[src/core/dpg_regs.vh]
// Purpose: Constants of the dual GPIO port block
// Assumes: Byte-wide register port, one register per address
// Notes:   Included by bare name from every design file that uses its constants
`ifndef DPG_REGS_VH
`define DPG_REGS_VH

// Bus and port widths
`define DPG_ADDR_W        4
`define DPG_DATA_W        8
`define DPG_PORT_W        8

// Register addresses
`define DPG_ADDR_P1_DIR   4'h0
`define DPG_ADDR_P1_LATCH 4'h1
`define DPG_ADDR_P1_PULL  4'h2
`define DPG_ADDR_P2_DIR   4'h3
`define DPG_ADDR_P2_LATCH 4'h4
`define DPG_ADDR_P2_PULL  4'h5

// Reset values
`define DPG_RST_DIR       8'h00
`define DPG_RST_LATCH     8'h00
`define DPG_RST_PULL      8'h00

// Read answers with no stored state behind them
`define DPG_RD_WO         8'h00
`define DPG_RD_UNMAPPED   8'h00
`define DPG_RD_IDLE       8'h00

`endif

[src/core/dpg_top_end.v]
// Purpose: Time unit for design units compiled after the top
// Assumes: Holds no logic of its own
// Notes:   Nothing here turns into hardware
`timescale 1ns/1ps

[src/core/dpg_sync.v]
// Purpose: Two-stage synchroniser for a bus of pin levels
// Assumes: Bits are independent levels; no word coherence needed
// Notes:   First stage feeds only the second stage
`timescale 1ns/1ps
`include "dpg_regs.vh"

module dpg_sync
(
   input  wire                   sys_clk,
   input  wire                   rstn,
   input  wire [`DPG_PORT_W-1:0] async_in,
   output reg  [`DPG_PORT_W-1:0] sync_out
);

   reg [`DPG_PORT_W-1:0] meta_q;

   // Two flops, both cleared by reset
   always @(posedge sys_clk or negedge rstn)
   begin
      if (!rstn)
      begin
         meta_q   <= `DPG_RST_LATCH;
         sync_out <= `DPG_RST_LATCH;
      end
      else
      begin
         meta_q   <= async_in;
         sync_out <= meta_q;
      end
   end

endmodule

[src/core/dpg_pin_drv.v]
// Purpose: Registered pin driver and pull-up control for one 8-bit port
// Assumes: All control inputs come from logic on sys_clk
// Notes:   Alternate function inputs are tied low where a port has none
`timescale 1ns/1ps
`include "dpg_regs.vh"

module dpg_pin_drv
(
   input  wire                   sys_clk,
   input  wire                   rstn,
   input  wire [`DPG_PORT_W-1:0] dir,
   input  wire [`DPG_PORT_W-1:0] latch,
   input  wire [`DPG_PORT_W-1:0] pull_ctl,
   input  wire [`DPG_PORT_W-1:0] alt_en,
   input  wire [`DPG_PORT_W-1:0] alt_val,
   input  wire                   pull_block,
   output reg  [`DPG_PORT_W-1:0] pin_out,
   output reg  [`DPG_PORT_W-1:0] pin_oe,
   output reg  [`DPG_PORT_W-1:0] pull_en
);

   // Per bit: alternate value wherever alternate is enabled, latch otherwise
   always @(posedge sys_clk or negedge rstn)
   begin
      if (!rstn)
      begin
         pin_out <= `DPG_RST_LATCH;
         pin_oe  <= `DPG_RST_DIR;
         pull_en <= `DPG_RST_PULL;
      end
      else
      begin
         pin_oe  <= dir;
         pin_out <= (alt_en & alt_val) | (~alt_en & latch);
         // Pull-up only on inputs, never while blocked by standby
         pull_en <= pull_block ? `DPG_RST_PULL : (~dir & pull_ctl);
      end
   end

endmodule

[src/core/dpg_top.v]
// Purpose: Two 8-bit general I/O ports with direction, latch and pull-up control
// Assumes: sys_clk at 50 MHz; register port and PWM inputs on sys_clk
// Notes:   Pin levels are synchronised before any read sees them
//
// Implementation choices: the address map and strobed register access.
`timescale 1ns/1ps
`include "dpg_regs.vh"

module dpg_top
(
   input  wire                   sys_clk,
   input  wire                   rstn,
   input  wire [`DPG_ADDR_W-1:0] reg_addr,
   input  wire [`DPG_DATA_W-1:0] reg_wdata,
   input  wire                   reg_wr,
   input  wire                   reg_rd,
   output reg  [`DPG_DATA_W-1:0] reg_rdata,
   input  wire                   hw_standby,
   input  wire [`DPG_PORT_W-1:0] pwm_outputs,
   input  wire [`DPG_PORT_W-1:0] pwm_channel_output_enable,
   input  wire [`DPG_PORT_W-1:0] first_port_pins_in,
   output wire [`DPG_PORT_W-1:0] first_port_pins_out,
   output wire [`DPG_PORT_W-1:0] first_port_pins_oe,
   output wire [`DPG_PORT_W-1:0] first_port_pullup_on,
   input  wire [`DPG_PORT_W-1:0] second_port_pins_in,
   output wire [`DPG_PORT_W-1:0] second_port_pins_out,
   output wire [`DPG_PORT_W-1:0] second_port_pins_oe,
   output wire [`DPG_PORT_W-1:0] second_port_pullup_on
);

   ////////////////////////////////////////////////////////////////////////////////
   // Declarations
   ////////////////////////////////////////////////////////////////////////////////

   // Software-visible state
   reg  [`DPG_PORT_W-1:0] port1_direction_q;
   reg  [`DPG_PORT_W-1:0] port1_output_latch_q;
   reg  [`DPG_PORT_W-1:0] port1_pullup_enable_q;
   reg  [`DPG_PORT_W-1:0] port2_direction_q;
   reg  [`DPG_PORT_W-1:0] port2_output_latch_q;
   reg  [`DPG_PORT_W-1:0] port2_pullup_enable_q;

   // Next values of the software-visible state
   reg  [`DPG_PORT_W-1:0] port1_direction_d;
   reg  [`DPG_PORT_W-1:0] port1_output_latch_d;
   reg  [`DPG_PORT_W-1:0] port1_pullup_enable_d;
   reg  [`DPG_PORT_W-1:0] port2_direction_d;
   reg  [`DPG_PORT_W-1:0] port2_output_latch_d;
   reg  [`DPG_PORT_W-1:0] port2_pullup_enable_d;

   // Read path
   reg  [`DPG_DATA_W-1:0] reg_rdata_d;

   // Standby register, so pull-up gating sees no pin-level glitches
   reg                    standby_meta_q;
   reg                    standby_q;

   // PWM takeover mask: output direction and channel enabled
   wire [`DPG_PORT_W-1:0] port1_pwm_sel;

   // Synchronised pin levels
   wire [`DPG_PORT_W-1:0] port1_pin_sync;
   wire [`DPG_PORT_W-1:0] port2_pin_sync;

   // Values software sees when reading a port
   wire [`DPG_PORT_W-1:0] port1_read_val;
   wire [`DPG_PORT_W-1:0] port2_read_val;

   ////////////////////////////////////////////////////////////////////////////////
   // Functions
   ////////////////////////////////////////////////////////////////////////////////

   // Port read: latch on output bits, pin level on input bits
   function [`DPG_PORT_W-1:0] dpg_port_read;
      input [`DPG_PORT_W-1:0] dir;
      input [`DPG_PORT_W-1:0] latch;
      input [`DPG_PORT_W-1:0] pin;
      begin
         dpg_port_read = (dir & latch) | (~dir & pin);
      end
   endfunction

   // Address match for a write strobe
   function dpg_wr_hit;
      input                   wr;
      input [`DPG_ADDR_W-1:0] addr;
      input [`DPG_ADDR_W-1:0] target;
      begin
         dpg_wr_hit = wr && (addr == target);
      end
   endfunction

   ////////////////////////////////////////////////////////////////////////////////
   // Pin level synchronisers
   ////////////////////////////////////////////////////////////////////////////////

   // First port pin levels
   dpg_sync u_sync_p1
   (
      .sys_clk  (sys_clk),
      .rstn     (rstn),
      .async_in (first_port_pins_in),
      .sync_out (port1_pin_sync)
   );

   // Second port pin levels
   dpg_sync u_sync_p2
   (
      .sys_clk  (sys_clk),
      .rstn     (rstn),
      .async_in (second_port_pins_in),
      .sync_out (port2_pin_sync)
   );

   ////////////////////////////////////////////////////////////////////////////////
   // Standby capture
   ////////////////////////////////////////////////////////////////////////////////

   // Standby comes from chip-level logic that may run off another source
   always @(posedge sys_clk or negedge rstn)
   begin
      if (!rstn)
      begin
         standby_meta_q <= 1'b0;
         standby_q      <= 1'b0;
      end
      else
      begin
         standby_meta_q <= hw_standby;
         standby_q      <= standby_meta_q;
      end
   end

   ////////////////////////////////////////////////////////////////////////////////
   // Register writes
   ////////////////////////////////////////////////////////////////////////////////

   // First port next values
   always @*
   begin
      port1_direction_d     = port1_direction_q;
      port1_output_latch_d  = port1_output_latch_q;
      port1_pullup_enable_d = port1_pullup_enable_q;
      if (dpg_wr_hit(reg_wr, reg_addr, `DPG_ADDR_P1_DIR))
      begin
         port1_direction_d = reg_wdata;
      end
      // Latch written regardless of direction
      if (dpg_wr_hit(reg_wr, reg_addr, `DPG_ADDR_P1_LATCH))
      begin
         port1_output_latch_d = reg_wdata;
      end
      if (dpg_wr_hit(reg_wr, reg_addr, `DPG_ADDR_P1_PULL))
      begin
         port1_pullup_enable_d = reg_wdata;
      end
   end

   // Second port next values
   always @*
   begin
      port2_direction_d     = port2_direction_q;
      port2_output_latch_d  = port2_output_latch_q;
      port2_pullup_enable_d = port2_pullup_enable_q;
      if (dpg_wr_hit(reg_wr, reg_addr, `DPG_ADDR_P2_DIR))
      begin
         port2_direction_d = reg_wdata;
      end
      // Latch written regardless of direction
      if (dpg_wr_hit(reg_wr, reg_addr, `DPG_ADDR_P2_LATCH))
      begin
         port2_output_latch_d = reg_wdata;
      end
      if (dpg_wr_hit(reg_wr, reg_addr, `DPG_ADDR_P2_PULL))
      begin
         port2_pullup_enable_d = reg_wdata;
      end
   end

   // Port 1 direction; clears to input so no pad is driven out of reset
   always @(posedge sys_clk or negedge rstn)
   begin
      if (!rstn)
      begin
         port1_direction_q <= `DPG_RST_DIR;
      end
      else
      begin
         port1_direction_q <= port1_direction_d;
      end
   end

   // Port 1 output latch; kept whatever the direction, so no glitch on turn-around
   always @(posedge sys_clk or negedge rstn)
   begin
      if (!rstn)
      begin
         port1_output_latch_q <= `DPG_RST_LATCH;
      end
      else
      begin
         port1_output_latch_q <= port1_output_latch_d;
      end
   end

   // Port 1 pull-up control; direction and standby gating live in the driver
   always @(posedge sys_clk or negedge rstn)
   begin
      if (!rstn)
      begin
         port1_pullup_enable_q <= `DPG_RST_PULL;
      end
      else
      begin
         port1_pullup_enable_q <= port1_pullup_enable_d;
      end
   end

   // Port 2 direction; same input default as port 1
   always @(posedge sys_clk or negedge rstn)
   begin
      if (!rstn)
      begin
         port2_direction_q <= `DPG_RST_DIR;
      end
      else
      begin
         port2_direction_q <= port2_direction_d;
      end
   end

   // Port 2 output latch; written even while the pins are inputs
   always @(posedge sys_clk or negedge rstn)
   begin
      if (!rstn)
      begin
         port2_output_latch_q <= `DPG_RST_LATCH;
      end
      else
      begin
         port2_output_latch_q <= port2_output_latch_d;
      end
   end

   // Port 2 pull-up control; only the request, gating is downstream
   always @(posedge sys_clk or negedge rstn)
   begin
      if (!rstn)
      begin
         port2_pullup_enable_q <= `DPG_RST_PULL;
      end
      else
      begin
         port2_pullup_enable_q <= port2_pullup_enable_d;
      end
   end

   ////////////////////////////////////////////////////////////////////////////////
   // Register reads
   ////////////////////////////////////////////////////////////////////////////////

   // Port read values; pin side is two cycles behind the pads
   assign port1_read_val = dpg_port_read(port1_direction_q,
                                         port1_output_latch_q,
                                         port1_pin_sync);
   assign port2_read_val = dpg_port_read(port2_direction_q,
                                         port2_output_latch_q,
                                         port2_pin_sync);

   // Read mux; direction registers are write-only and read as zero
   always @*
   begin
      reg_rdata_d = `DPG_RD_IDLE;
      if (reg_rd)
      begin
         case (reg_addr)
            `DPG_ADDR_P1_DIR:   reg_rdata_d = `DPG_RD_WO;
            `DPG_ADDR_P1_LATCH: reg_rdata_d = port1_read_val;
            `DPG_ADDR_P1_PULL:  reg_rdata_d = port1_pullup_enable_q;
            `DPG_ADDR_P2_DIR:   reg_rdata_d = `DPG_RD_WO;
            `DPG_ADDR_P2_LATCH: reg_rdata_d = port2_read_val;
            `DPG_ADDR_P2_PULL:  reg_rdata_d = port2_pullup_enable_q;
            default:            reg_rdata_d = `DPG_RD_UNMAPPED;
         endcase
      end
   end

   // Read data stand for one cycle only, zero otherwise
   always @(posedge sys_clk or negedge rstn)
   begin
      if (!rstn)
      begin
         reg_rdata <= `DPG_RD_IDLE;
      end
      else
      begin
         reg_rdata <= reg_rdata_d;
      end
   end

   ////////////////////////////////////////////////////////////////////////////////
   // Pin drivers
   ////////////////////////////////////////////////////////////////////////////////

   // PWM takes a bit only when it is an output and its channel is enabled
   assign port1_pwm_sel = port1_direction_q & pwm_channel_output_enable;

   // First port: direction, latch or PWM, pull-up gated by standby
   dpg_pin_drv u_drv_p1
   (
      .sys_clk    (sys_clk),
      .rstn       (rstn),
      .dir        (port1_direction_q),
      .latch      (port1_output_latch_q),
      .pull_ctl   (port1_pullup_enable_q),
      .alt_en     (port1_pwm_sel),
      .alt_val    (pwm_outputs),
      .pull_block (standby_q),
      .pin_out    (first_port_pins_out),
      .pin_oe     (first_port_pins_oe),
      .pull_en    (first_port_pullup_on)
   );

   // Second port: no alternate function, same pull-up gating
   dpg_pin_drv u_drv_p2
   (
      .sys_clk    (sys_clk),
      .rstn       (rstn),
      .dir        (port2_direction_q),
      .latch      (port2_output_latch_q),
      .pull_ctl   (port2_pullup_enable_q),
      .alt_en     (`DPG_RST_DIR),
      .alt_val    (`DPG_RST_LATCH),
      .pull_block (standby_q),
      .pin_out    (second_port_pins_out),
      .pin_oe     (second_port_pins_oe),
      .pull_en    (second_port_pullup_on)
   );

endmodule

[config.mk]
export PLATFORM = sky130hd
export DESIGN_NAME = dpg_top
export DESIGN_NICKNAME = d
export VERILOG_FILES = /design/src/core/dpg_top_end.v /design/src/core/dpg_sync.v /design/src/core/dpg_pin_drv.v /design/src/core/dpg_top.v
export VERILOG_INCLUDE_DIRS = /design/src /design/src/core
export SDC_FILE = /design/constraint.sdc
export NUM_CORES = 1
export LEC_CHECK = 0
export ABC_AREA = 1
export BUFFER_PORTS_ARGS = -buffer_cell sky130_fd_sc_hd__buf_2
export CAP_MARGIN = 20
export CORE_MARGIN = 5
export CORE_UTILIZATION = 40
export DETAILED_ROUTE_END_ITERATION = 7
export SYNTH_ARGS = -nofsm -noshare
export SYNTH_HDL_FRONTEND = slang
export SYNTH_SLANG_ARGS = --single-unit
[constraint.sdc]
create_clock -name sys_clk -period 1.1 [get_ports sys_clk]
set_input_delay 0.055 -clock sys_clk [delete_from_list [all_inputs] [get_ports sys_clk]]
set_output_delay 0.055 -clock sys_clk [all_outputs]
set_load 0.1 [all_outputs]
==> flow_summary.yaml, run 1 <==
outcome:
  status: "finished clean"
setup_path:
  crit_chain: "buf_12"
  crit_fanout: 1
  crit_type: "flip-flop to output port"
  cp.buffers_inverters: 1
  cp_top_family: "flip-flops"
  crit_path_top_delay_cell: "dfrtp_1"
  crit_path_start_kind: "flip-flop"
  endpoint_kind: "output port"
  required_ns: 1.04
  critical_path_arrival_ns: 1.01
  slowest_delay_ns: 0.41
synthesis:
  yosysWarnings: 0
  syn_area_mm2: 0.00483
  synth_nets: 490
  seq_area_frac_synth_pct: 71.4
  synth.distinct_cells: 20
  syn-instance-count: 441
  synth-seq-cells: 138
  syn-mean-instance-area_um2: 11.0
power_and_ir_drop:
  p_leak_nw: 3.71
  power_density_mw_per_mm2: 2400
  ir_drop_v: 0.000953
route:
  drc_errors: 0
  dr.pass1.iters: 4
  first_iter_violations: 211
  avgRoutedWirePerCell_um: 14.8
  ant_nets: 0
  wirelength_mm: 11.4
  dr_total_vias: 3633
  post_drt_via_cell_ratio: 4.73
grt:
  antenna_found_initial: 0
  grt_max_degree: 41
  grt_pass1_vias: 3760
  grt_pass1_wl_mm: 18.7
  gr-total-overflow: 0
  grt.total_usage_pct: 16.9
die:
  ios: 105
  start_util_pct: 40.6
  core-area_mm2: 0.0119
  rows: 40
  fp.dieW_um: 120
  dieArea_mm2: 0.0144
  die_h_um: 120
finish:
  area_delta_synth_final_pct: 55.6
  layout.cells.most_common_list: "dfrtp_1, nand2_1, buf_12, buf_2, o21ai_1"
  fill_cells: 931
  nets: 658
  fin_cells: 768
  final_common_cell: "dfrtp_1"
  drive_above_1_share_pct: 28.2
  n_antenna_cell: 0
timing:
  min_period_over_period_pct: 96.6
  fmax_ghz: 0.941
  maxSlewHeadroom_pct: 72.0
  skew_ns: 0.00640
  finalCriticalPeriod_ns: 1.06
  finalWorstSetupSlack_ns: 0.0371
  tightest_slew_ns: 0.420
  rsz0062_at_grt: "true"
  finalSetupViolCount: 0
  drv_slew: 0
  hold_violations: 0
place:
  dp_slack_ns: 0.0129
  globalplace.congestion: 0.851
  port_buffers: 104
  placedCellCount: 700
  hpwl_mm: 7.79
cts:
  cts.sinks: 138
  cts_buffers: 17
  clk_latency_ns: 0.42
  htreeDepth: 4
  cts-root-buf: "clkbuf_16"
  cts_tree: "done"
  cts_buffer_depth: 2
  clk_pin_slew_ns: 0.06
hold_path:
  hp-class: "input pin to flip-flop"
job:
  maxCapViolCount: 0
## synthesized netlist by cell type
| cell | count | area share (%) |
|---|---|---|
| a31oi_1 | 8 | 1.0 |
| a21oi_1 | 8 | 0.83 |
| o21ai_1 | 40 | 4.1 |
| buf_4 | 2 | 0.31 |
| clkbuf_1 | 2 | 0.16 |
| nand3_1 | 18 | 1.9 |
| nor2_2 | 2 | 0.26 |
| nor3b_1 | 8 | 1.2 |
| inv_1 | 34 | 2.6 |
| buf_2 | 4 | 0.41 |
| o21ai_0 | 8 | 0.83 |
| o21ai_2 | 8 | 1.4 |
| nand3_2 | 1 | 0.21 |
| nor2_1 | 25 | 1.9 |
| nor2_8 | 1 | 0.41 |
| nor2_4 | 2 | 0.47 |
| nand2_2 | 2 | 0.26 |
| dfrtp_1 | 138 | 71 |
| inv_2 | 5 | 0.39 |
| nand2_1 | 125 | 9.7 |
## worst register-to-register path: stages, from the launching register on
cell and delay, ns:
dfrtp_2 0.46, o21ai_1 0.19, nand2_1 0.09, nand2_1 0.08, nor2_1 0.04, nor2_1 0.10
## logic make-up after synthesis
logic type | synth area share, %
simple gates | 16.4
compound gates | 8.28
buf+inv | 3.91
flops | 71.4
## metrics by stage
stage / TNS (ns) / hold slack, ns / area [um2] / utilization [%] / power [mW]
after floorplan: 0 / -0.241 / 4830 / - / 9.43
after global placement: 0 / -0.000752 / 6490 / 54.5 / 11.6
after detailed placement: 0 / 0.000434 / 6490 / 54.5 / 11.6
after CTS: 0 / 0.00782 / 7500 / 63.0 / 18.1
after global routing: -0.00737 / 0.00257 / 7520 / 63.1 / 18.7
final: 0 / 0.0120 / 7520 / 63.1 / 18.0
## final timing paths
check                                startpoint                       end  slack [ns]  cells past startpoint
min reg2reg                 u_sync_p2.meta_q[0]     u_sync_p2.sync_out[0]        0.34                      0
min in group asynchronous                  rstn        u_drv_p2.pin_oe[7]        0.13                      2
max reg2reg                port1_direction_q[0]              reg_rdata[0]        0.06                      5
max                         u_drv_p1.pull_en[6]   first_port_pullup_on[6]        0.04                      1
min                                reg_wdata[0]  port1_pullup_enable_q[0]        0.01                      3
max in group asynchronous                  rstn      port1_direction_q[7]        0.39                      3
## state kept, by name (all words and copies together) (netlist names)
register / count
port1_direction_q: 8
port1_output_latch_q: 8
port1_pullup_enable_q: 8
port2_direction_q: 8
port2_output_latch_q: 8
port2_pullup_enable_q: 8
reg_rdata: 8
u_drv_p1.pin_oe: 8
u_drv_p1.pin_out: 8
u_drv_p1.pull_en: 8
u_drv_p2.pin_oe: 8
u_drv_p2.pin_out: 8
u_drv_p2.pull_en: 8
u_sync_p1.meta_q: 8
u_sync_p1.sync_out: 8
u_sync_p2.meta_q: 8
u_sync_p2.sync_out: 8
standby_meta_q: 1
standby_q: 1
## layer usage
layer	share of wire, %	GRT usage [%]	vias up
met5	0	0	-
met1	43	21.1	1763
met3	6.1	6.31	21
met2	49	26.7	107
li1	-	-	1742
met4	1.9	6.37	0
## power by group
group | switching (mW) | internal (mW) | leakage [nW]
sequential | 0.682 | 5.84 | 1.73
clock | 2.06 | 4.29 | 0.327
combinational | 3.30 | 1.84 | 1.64
## area by class of cell
type,instances,area [um2],area share [%]
Sequential cell,138,3460,46.0
Timing Repair Buffer,157,1880,25.0
Multi-Input combinational cell,256,1190,15.8
Clock buffer,19,443,5.89
Clock inverter,12,221,2.95
Tap cell,147,184,2.45
Inverter,39,146,1.95
## what timing repair did
| item | CTS | global route |
|---|---|---|
| setup endpoints to repair | 0 | 5 |
| hold buffers | 35 | 0 |
| gates resized for setup | 0 | 5 |
| endpoints found under the hold margin | 164 | 0 |
| setup buffers | 0 | 2 |
No activity file was read; power rests on OpenSTA's default activity.
==> inputs of run 2 (changes only) <==
--- a/config.mk
+++ b/config.mk
@@ -9,9 +9,13 @@
 export ABC_AREA = 1
 export BUFFER_PORTS_ARGS = -buffer_cell sky130_fd_sc_hd__buf_2
 export CAP_MARGIN = 20
+export CELL_PAD_IN_SITES_DETAIL_PLACEMENT = 1
+export CELL_PAD_IN_SITES_GLOBAL_PLACEMENT = 1
+export CORE_ASPECT_RATIO = 0.5
 export CORE_MARGIN = 5
-export CORE_UTILIZATION = 40
+export CORE_UTILIZATION = 37
 export DETAILED_ROUTE_END_ITERATION = 7
+export PLACE_DENSITY_LB_ADDON = 0.1
 export SYNTH_ARGS = -nofsm -noshare
 export SYNTH_HDL_FRONTEND = slang
 export SYNTH_SLANG_ARGS = --single-unit
==> flow_summary.yaml, run 2 (synthesis gave the netlist of run 1 again) <==
outcome:
  status: "finished clean"
die:
  fp.dieW_um: 172
  start_util_pct: 38.0
  ios: 105
  die_h_um: 90.8
  dieArea_mm2: 0.0156
  core-area_mm2: 0.0127
  rows: 29
place:
  port_buffers: 104
  dp_slack_ns: -0.0811
  hpwl_mm: 9.12
  placedCellCount: 732
  globalplace.congestion: 0.804
  placedInstanceArea_mm2: 0.00657
setup_path:
  endpoint_kind: "output port"
  crit_path_start_kind: "flip-flop"
  slowest_delay_ns: 0.32
  crit_fanout: 1
  crit_path_top_delay_cell: "dfrtp_1"
  required_ns: 1.04
  crit_chain: "buf_4"
  crit_type: "flip-flop to output port"
  cp_top_family: "flip-flops"
  critical_path_arrival_ns: 1.01
  cp.buffers_inverters: 1
cts:
  cts_buffer_depth: 2
  cts_tree: "done"
  htreeDepth: 4
  cts.sinks: 138
  cts_buffers: 17
  clk_pin_slew_ns: 0.06
  clk_latency_ns: 0.42
  cts-root-buf: "clkbuf_16"
timing:
  finalCriticalPeriod_ns: 1.06
  finalWorstSetupSlack_ns: 0.0351
  holdWs_ns: 0.0381
  rsz0062_at_grt: "true"
  tightest_slew_ns: 0.390
  finalSetupViolCount: 0
  drv_slew: 0
  fin_tns_setup_ns: 0
  skew_ns: 0.0139
  fmax_ghz: 0.939
  maxSlewHeadroom_pct: 74.0
  min_period_over_period_pct: 96.8
  hold_violations: 0
finish:
  area_delta_synth_final_pct: 57.2
  fin_util_pct: 59.7
  n_antenna_cell: 0
  drive_above_1_share_pct: 29.3
  layout.cells.most_common_list: "dfrtp_1, nand2_1, buf_12, buf_2, o21ai_1"
  nets: 670
  final_common_cell: "dfrtp_1"
  fin_cells: 804
  post-route-cell-area_mm2: 0.00760
  fill_cells: 1311
route:
  dr_total_vias: 3732
  ant_nets: 0
  wl_met2_mm: 6.54
  wl_met3_um: 651
  wl_met1_mm: 6.10
  drc_errors: 0
  wirelength_mm: 13.4
  post_drt_via_cell_ratio: 4.64
  avgRoutedWirePerCell_um: 16.6
  highest_layer: "met4"
  dr.pass1.iters: 4
  first_iter_violations: 210
grt:
  grt_max_degree: 31
  gr-total-overflow: 0
  grt.total_usage_pct: 18.2
  grt_pass1_wl_mm: 21.7
  antenna_found_initial: 0
  grt_pass1_vias: 4070
job:
  maxCapViolCount: 0
power_and_ir_drop:
  power_mw: 17.9
  power_density_mw_per_mm2: 2360
  p_leak_nw: 3.74
  ir_drop_v: 0.00130
hold_path:
  hp-class: "input pin to flip-flop"
[run 2: cell count changes in the layout (fill, tap and decap cells not counted), moves of 2 or more]
cell and change:
buf_4 +12, bufinv_16 -2, clkinv_2 -3, clkinvlp_4 +2
dfrtp_1 +2, dfrtp_2 -2, inv_6 +3
[run 2: path summary, 6_finish.rpt]
| path | from | to | slack, ns | depth (start not counted) |
|---|---|---|---|---|
| worst max-delay path | u_drv_p1.pin_oe[3] | first_port_pins_oe[3] | 0.04 | 1 |
| worst min-delay path | reg_wdata[3] | port2_direction_q[3] | 0.04 | 3 |
| worst max register to register | port1_direction_q[1] | reg_rdata[1] | 0.06 | 5 |
| worst min register to register | u_sync_p1.meta_q[1] | u_sync_p1.sync_out[1] | 0.35 | 0 |
| max in group asynchronous | rstn | u_drv_p2.pull_en[2] | 0.47 | 3 |
| min in group asynchronous | rstn | u_drv_p1.pin_out[4] | 0.09 | 2 |
[run 2: repair_timing]
action	CTS	global route
buffers inserted	0	5
setup endpoints to repair	2	7
pin swaps	0	2
hold endpoints to repair	166	0
hold buffers	35	0
cloned	0	0
resized for setup	2	5
[run 2: area by class of cell]
class | count | area, um2 | share of cell area [%]
Sequential cell | 138 | 3450 | 45.5
Timing Repair Buffer | 169 | 1960 | 25.8
Multi-Input combinational cell | 256 | 1190 | 15.7
Clock buffer | 20 | 447 | 5.88
Tap cell | 170 | 213 | 2.80
Clock inverter | 12 | 188 | 2.47
Inverter | 39 | 146 | 1.93
[run 2: worst reg2reg max path, delay by kind of cell, from the launching register on]
kind	cells	cell delay (ns)
AO/OA/AOI/OAI	1	0.25
flip-flops	1	0.40
AND/OR/NAND/NOR	4	0.31
[run 2: metal layers]
metal / up-vias / track usage, %
met5: - / 0
met4: 0 / 5.27
met3: 9 / 4.50
met2: 78 / 29.0
li1: 1775 / -
met1: 1870 / 24.7
[run 2: power breakdown]
part           leakage (nW)  internal (mW)  switching [mW]
Clock                 0.302           3.89            2.23
Sequential             1.74           5.84           0.662
Combinational          1.70           1.88            3.41
==> inputs of run 3 (changes only) <==
--- a/config.mk
+++ b/config.mk
@@ -16,6 +16,7 @@
 export CORE_UTILIZATION = 37
 export DETAILED_ROUTE_END_ITERATION = 7
 export PLACE_DENSITY_LB_ADDON = 0.1
+export SETUP_SLACK_MARGIN = 0.4
 export SYNTH_ARGS = -nofsm -noshare
 export SYNTH_HDL_FRONTEND = slang
 export SYNTH_SLANG_ARGS = --single-unit
==> flow_summary.yaml, run 3 (synthesis gave the netlist of run 1 again) <==
place:
  globalplace.congestion: 0.720
  hpwl_mm: 9.49
  port_buffers: 104
route:
  highest_layer: "met4"
  drc_errors: 0
  first_iter_violations: 244
  dr_total_vias: 4234
  dr.pass1.iters: 4
  wirelength_mm: 19.5
  wl_met3_um: 912
  wl_met1_mm: 8.10
  post_drt_via_cell_ratio: 4.96
  avgRoutedWirePerCell_um: 22.8
  ant_nets: 0
  wl_met2_mm: 10.2
power_and_ir_drop:
  power_frac_seq_pct: 35.1
  clkPwrFrac_pct: 29.9
  p_leak_nw: 4.11
  p_switching_mw: 7.29
  ir_drop_v: 0.00141
  power_density_mw_per_mm2: 2170
  p_comb_share_pct: 35.0
  internal_power_mw: 12.3
  switching_share_pct: 37.3
job:
  maxCapViolCount: 0
timing:
  fmax_ghz: 0.820
  finalSetupViolCount: 60
  drv_slew: 0
  fin_tns_setup_ns: -1.83
  skew_ns: 0.0173
  finalWorstSetupSlack_ns: -0.119
  maxSlewHeadroom_pct: 71.6
  finalCriticalPeriod_ns: 1.22
  holdWs_ns: -0.000351
  min_period_over_period_pct: 111
  hold_violations: 1
  rsz0062_at_grt: "true"
  tightest_slew_ns: 0.425
finish:
  nets: 720
  seqCellArea_mm2: 0.00367
  n_antenna_cell: 0
  layout.cells.most_common_list: "nand2_1, dfrtp_1, buf_12, dfrtp_4, buf_6"
  area_delta_synth_final_pct: 86.9
  drive_above_1_share_pct: 61.0
  fin_util_pct: 70.9
  fill_cells: 1187
  multi_input_area_mm2: 0.00172
setup_path:
  crit_fanout: 4
  crit_path_start_kind: "flip-flop"
  r2r_start: "port1_direction_q[1]"
  critical_path_arrival_ns: 1.51
  worstSetupStartpoint: "port1_direction_q[1]"
  crit_type: "flip-flop to flip-flop"
  required_ns: 1.39
  endpoint_kind: "flip-flop"
cts:
  clk_latency_ns: 0.43
  cts_tree: "done"
  htreeDepth: 4
  clk_pin_slew_ns: 0.07
  cts-root-buf: "clkbuf_16"
  cts_buffer_depth: 2
  cts.sinks: 138
  cts_buffers: 17
die:
  dieArea_mm2: 0.0156
  ios: 105
  fp.dieW_um: 172
  core-area_mm2: 0.0127
  die_h_um: 90.8
  start_util_pct: 38.0
  rows: 29
outcome:
  status: "finished with violations"
  violations: "hold timing, setup timing"
grt:
  grt_pass1_wl_mm: 26.2
  grt_max_degree: 33
  grt_pass1_vias: 4606
  grt.total_usage_pct: 22.4
  antenna_found_initial: 0
  gr-total-overflow: 0
hold_path:
  worstHoldStart: "reg_rd"
  hp-class: "input pin to flip-flop"
-- run 3: routing by layer --
metal / vias to the layer above / global-route usage [%]
met1: 2197 / 29.2
met2: 134 / 38.6
met5: - / 0
met3: 21 / 4.55
li1: 1882 / -
met4: 0 / 5.41
-- run 3: final cells by class --
type	count	area share, %
tap	170	2.35
clock buffer	20	4.95
timing repair buffer	218	29.0
sequential	138	40.7
clock inverter	12	1.55
inverter	39	2.33
multi-input combinational	257	19.1
-- run 3: power groups by stage --
stage	Combinational [mW]	Clock, mW	Sequential (mW)
final	6.85	5.84	6.86
after global routing	7.09	6.13	6.93
after CTS	5.94	5.74	6.76
after detailed placement	5.29	0	6.81
after global placement	5.21	0	6.78
after floorplan	0.743	0	9.01
-- run 3: stage by stage --
step                      setup WS, ns  hold slack [ns]  instances  power [mW]  area, um2
after global placement         -0.0170          -0.0269        732        12.0       6970
after CTS                      -0.0457          0.00124        822        18.4       8380
after global routing            -0.129           0.0348        854        20.2       9030
after floorplan                  0.223           -0.241        441        9.76       5230
after detailed placement       -0.0885          -0.0324        732        12.1       6970
final                           -0.119        -0.000351        854        19.6       9030
-- run 3: path summary, 6_finish.rpt --
path,slack (ns),depth (start not counted),to
max in group asynchronous,0.49,3,u_drv_p2.pin_oe[2]
max,-0.12,6,reg_rdata[1]
min,-0.0004,3,reg_rdata[6]
max reg2reg,-0.12,6,reg_rdata[1]
min in group asynchronous,0.11,2,u_drv_p1.pin_out[7]
min reg2reg,0.35,0,u_sync_p1.sync_out[1]
-- run 3: critical path: stages, from the launching register on --
cell and delay, ns:
dfrtp_2 0.46, nand2_1 0.11, o21ai_2 0.08, nand2_1 0.08, nand2_1 0.09, nor2_1 0.16, nor2_1 0.08
-- run 3: timing repair --
item	4_1_cts	5_1_grt
pin swaps	31	43
hold buffers	34	0
hold endpoints to repair	163	0
gates resized for setup	94	114
setup buffers	22	31
gates cloned	2	1
setup endpoints to repair	108	138
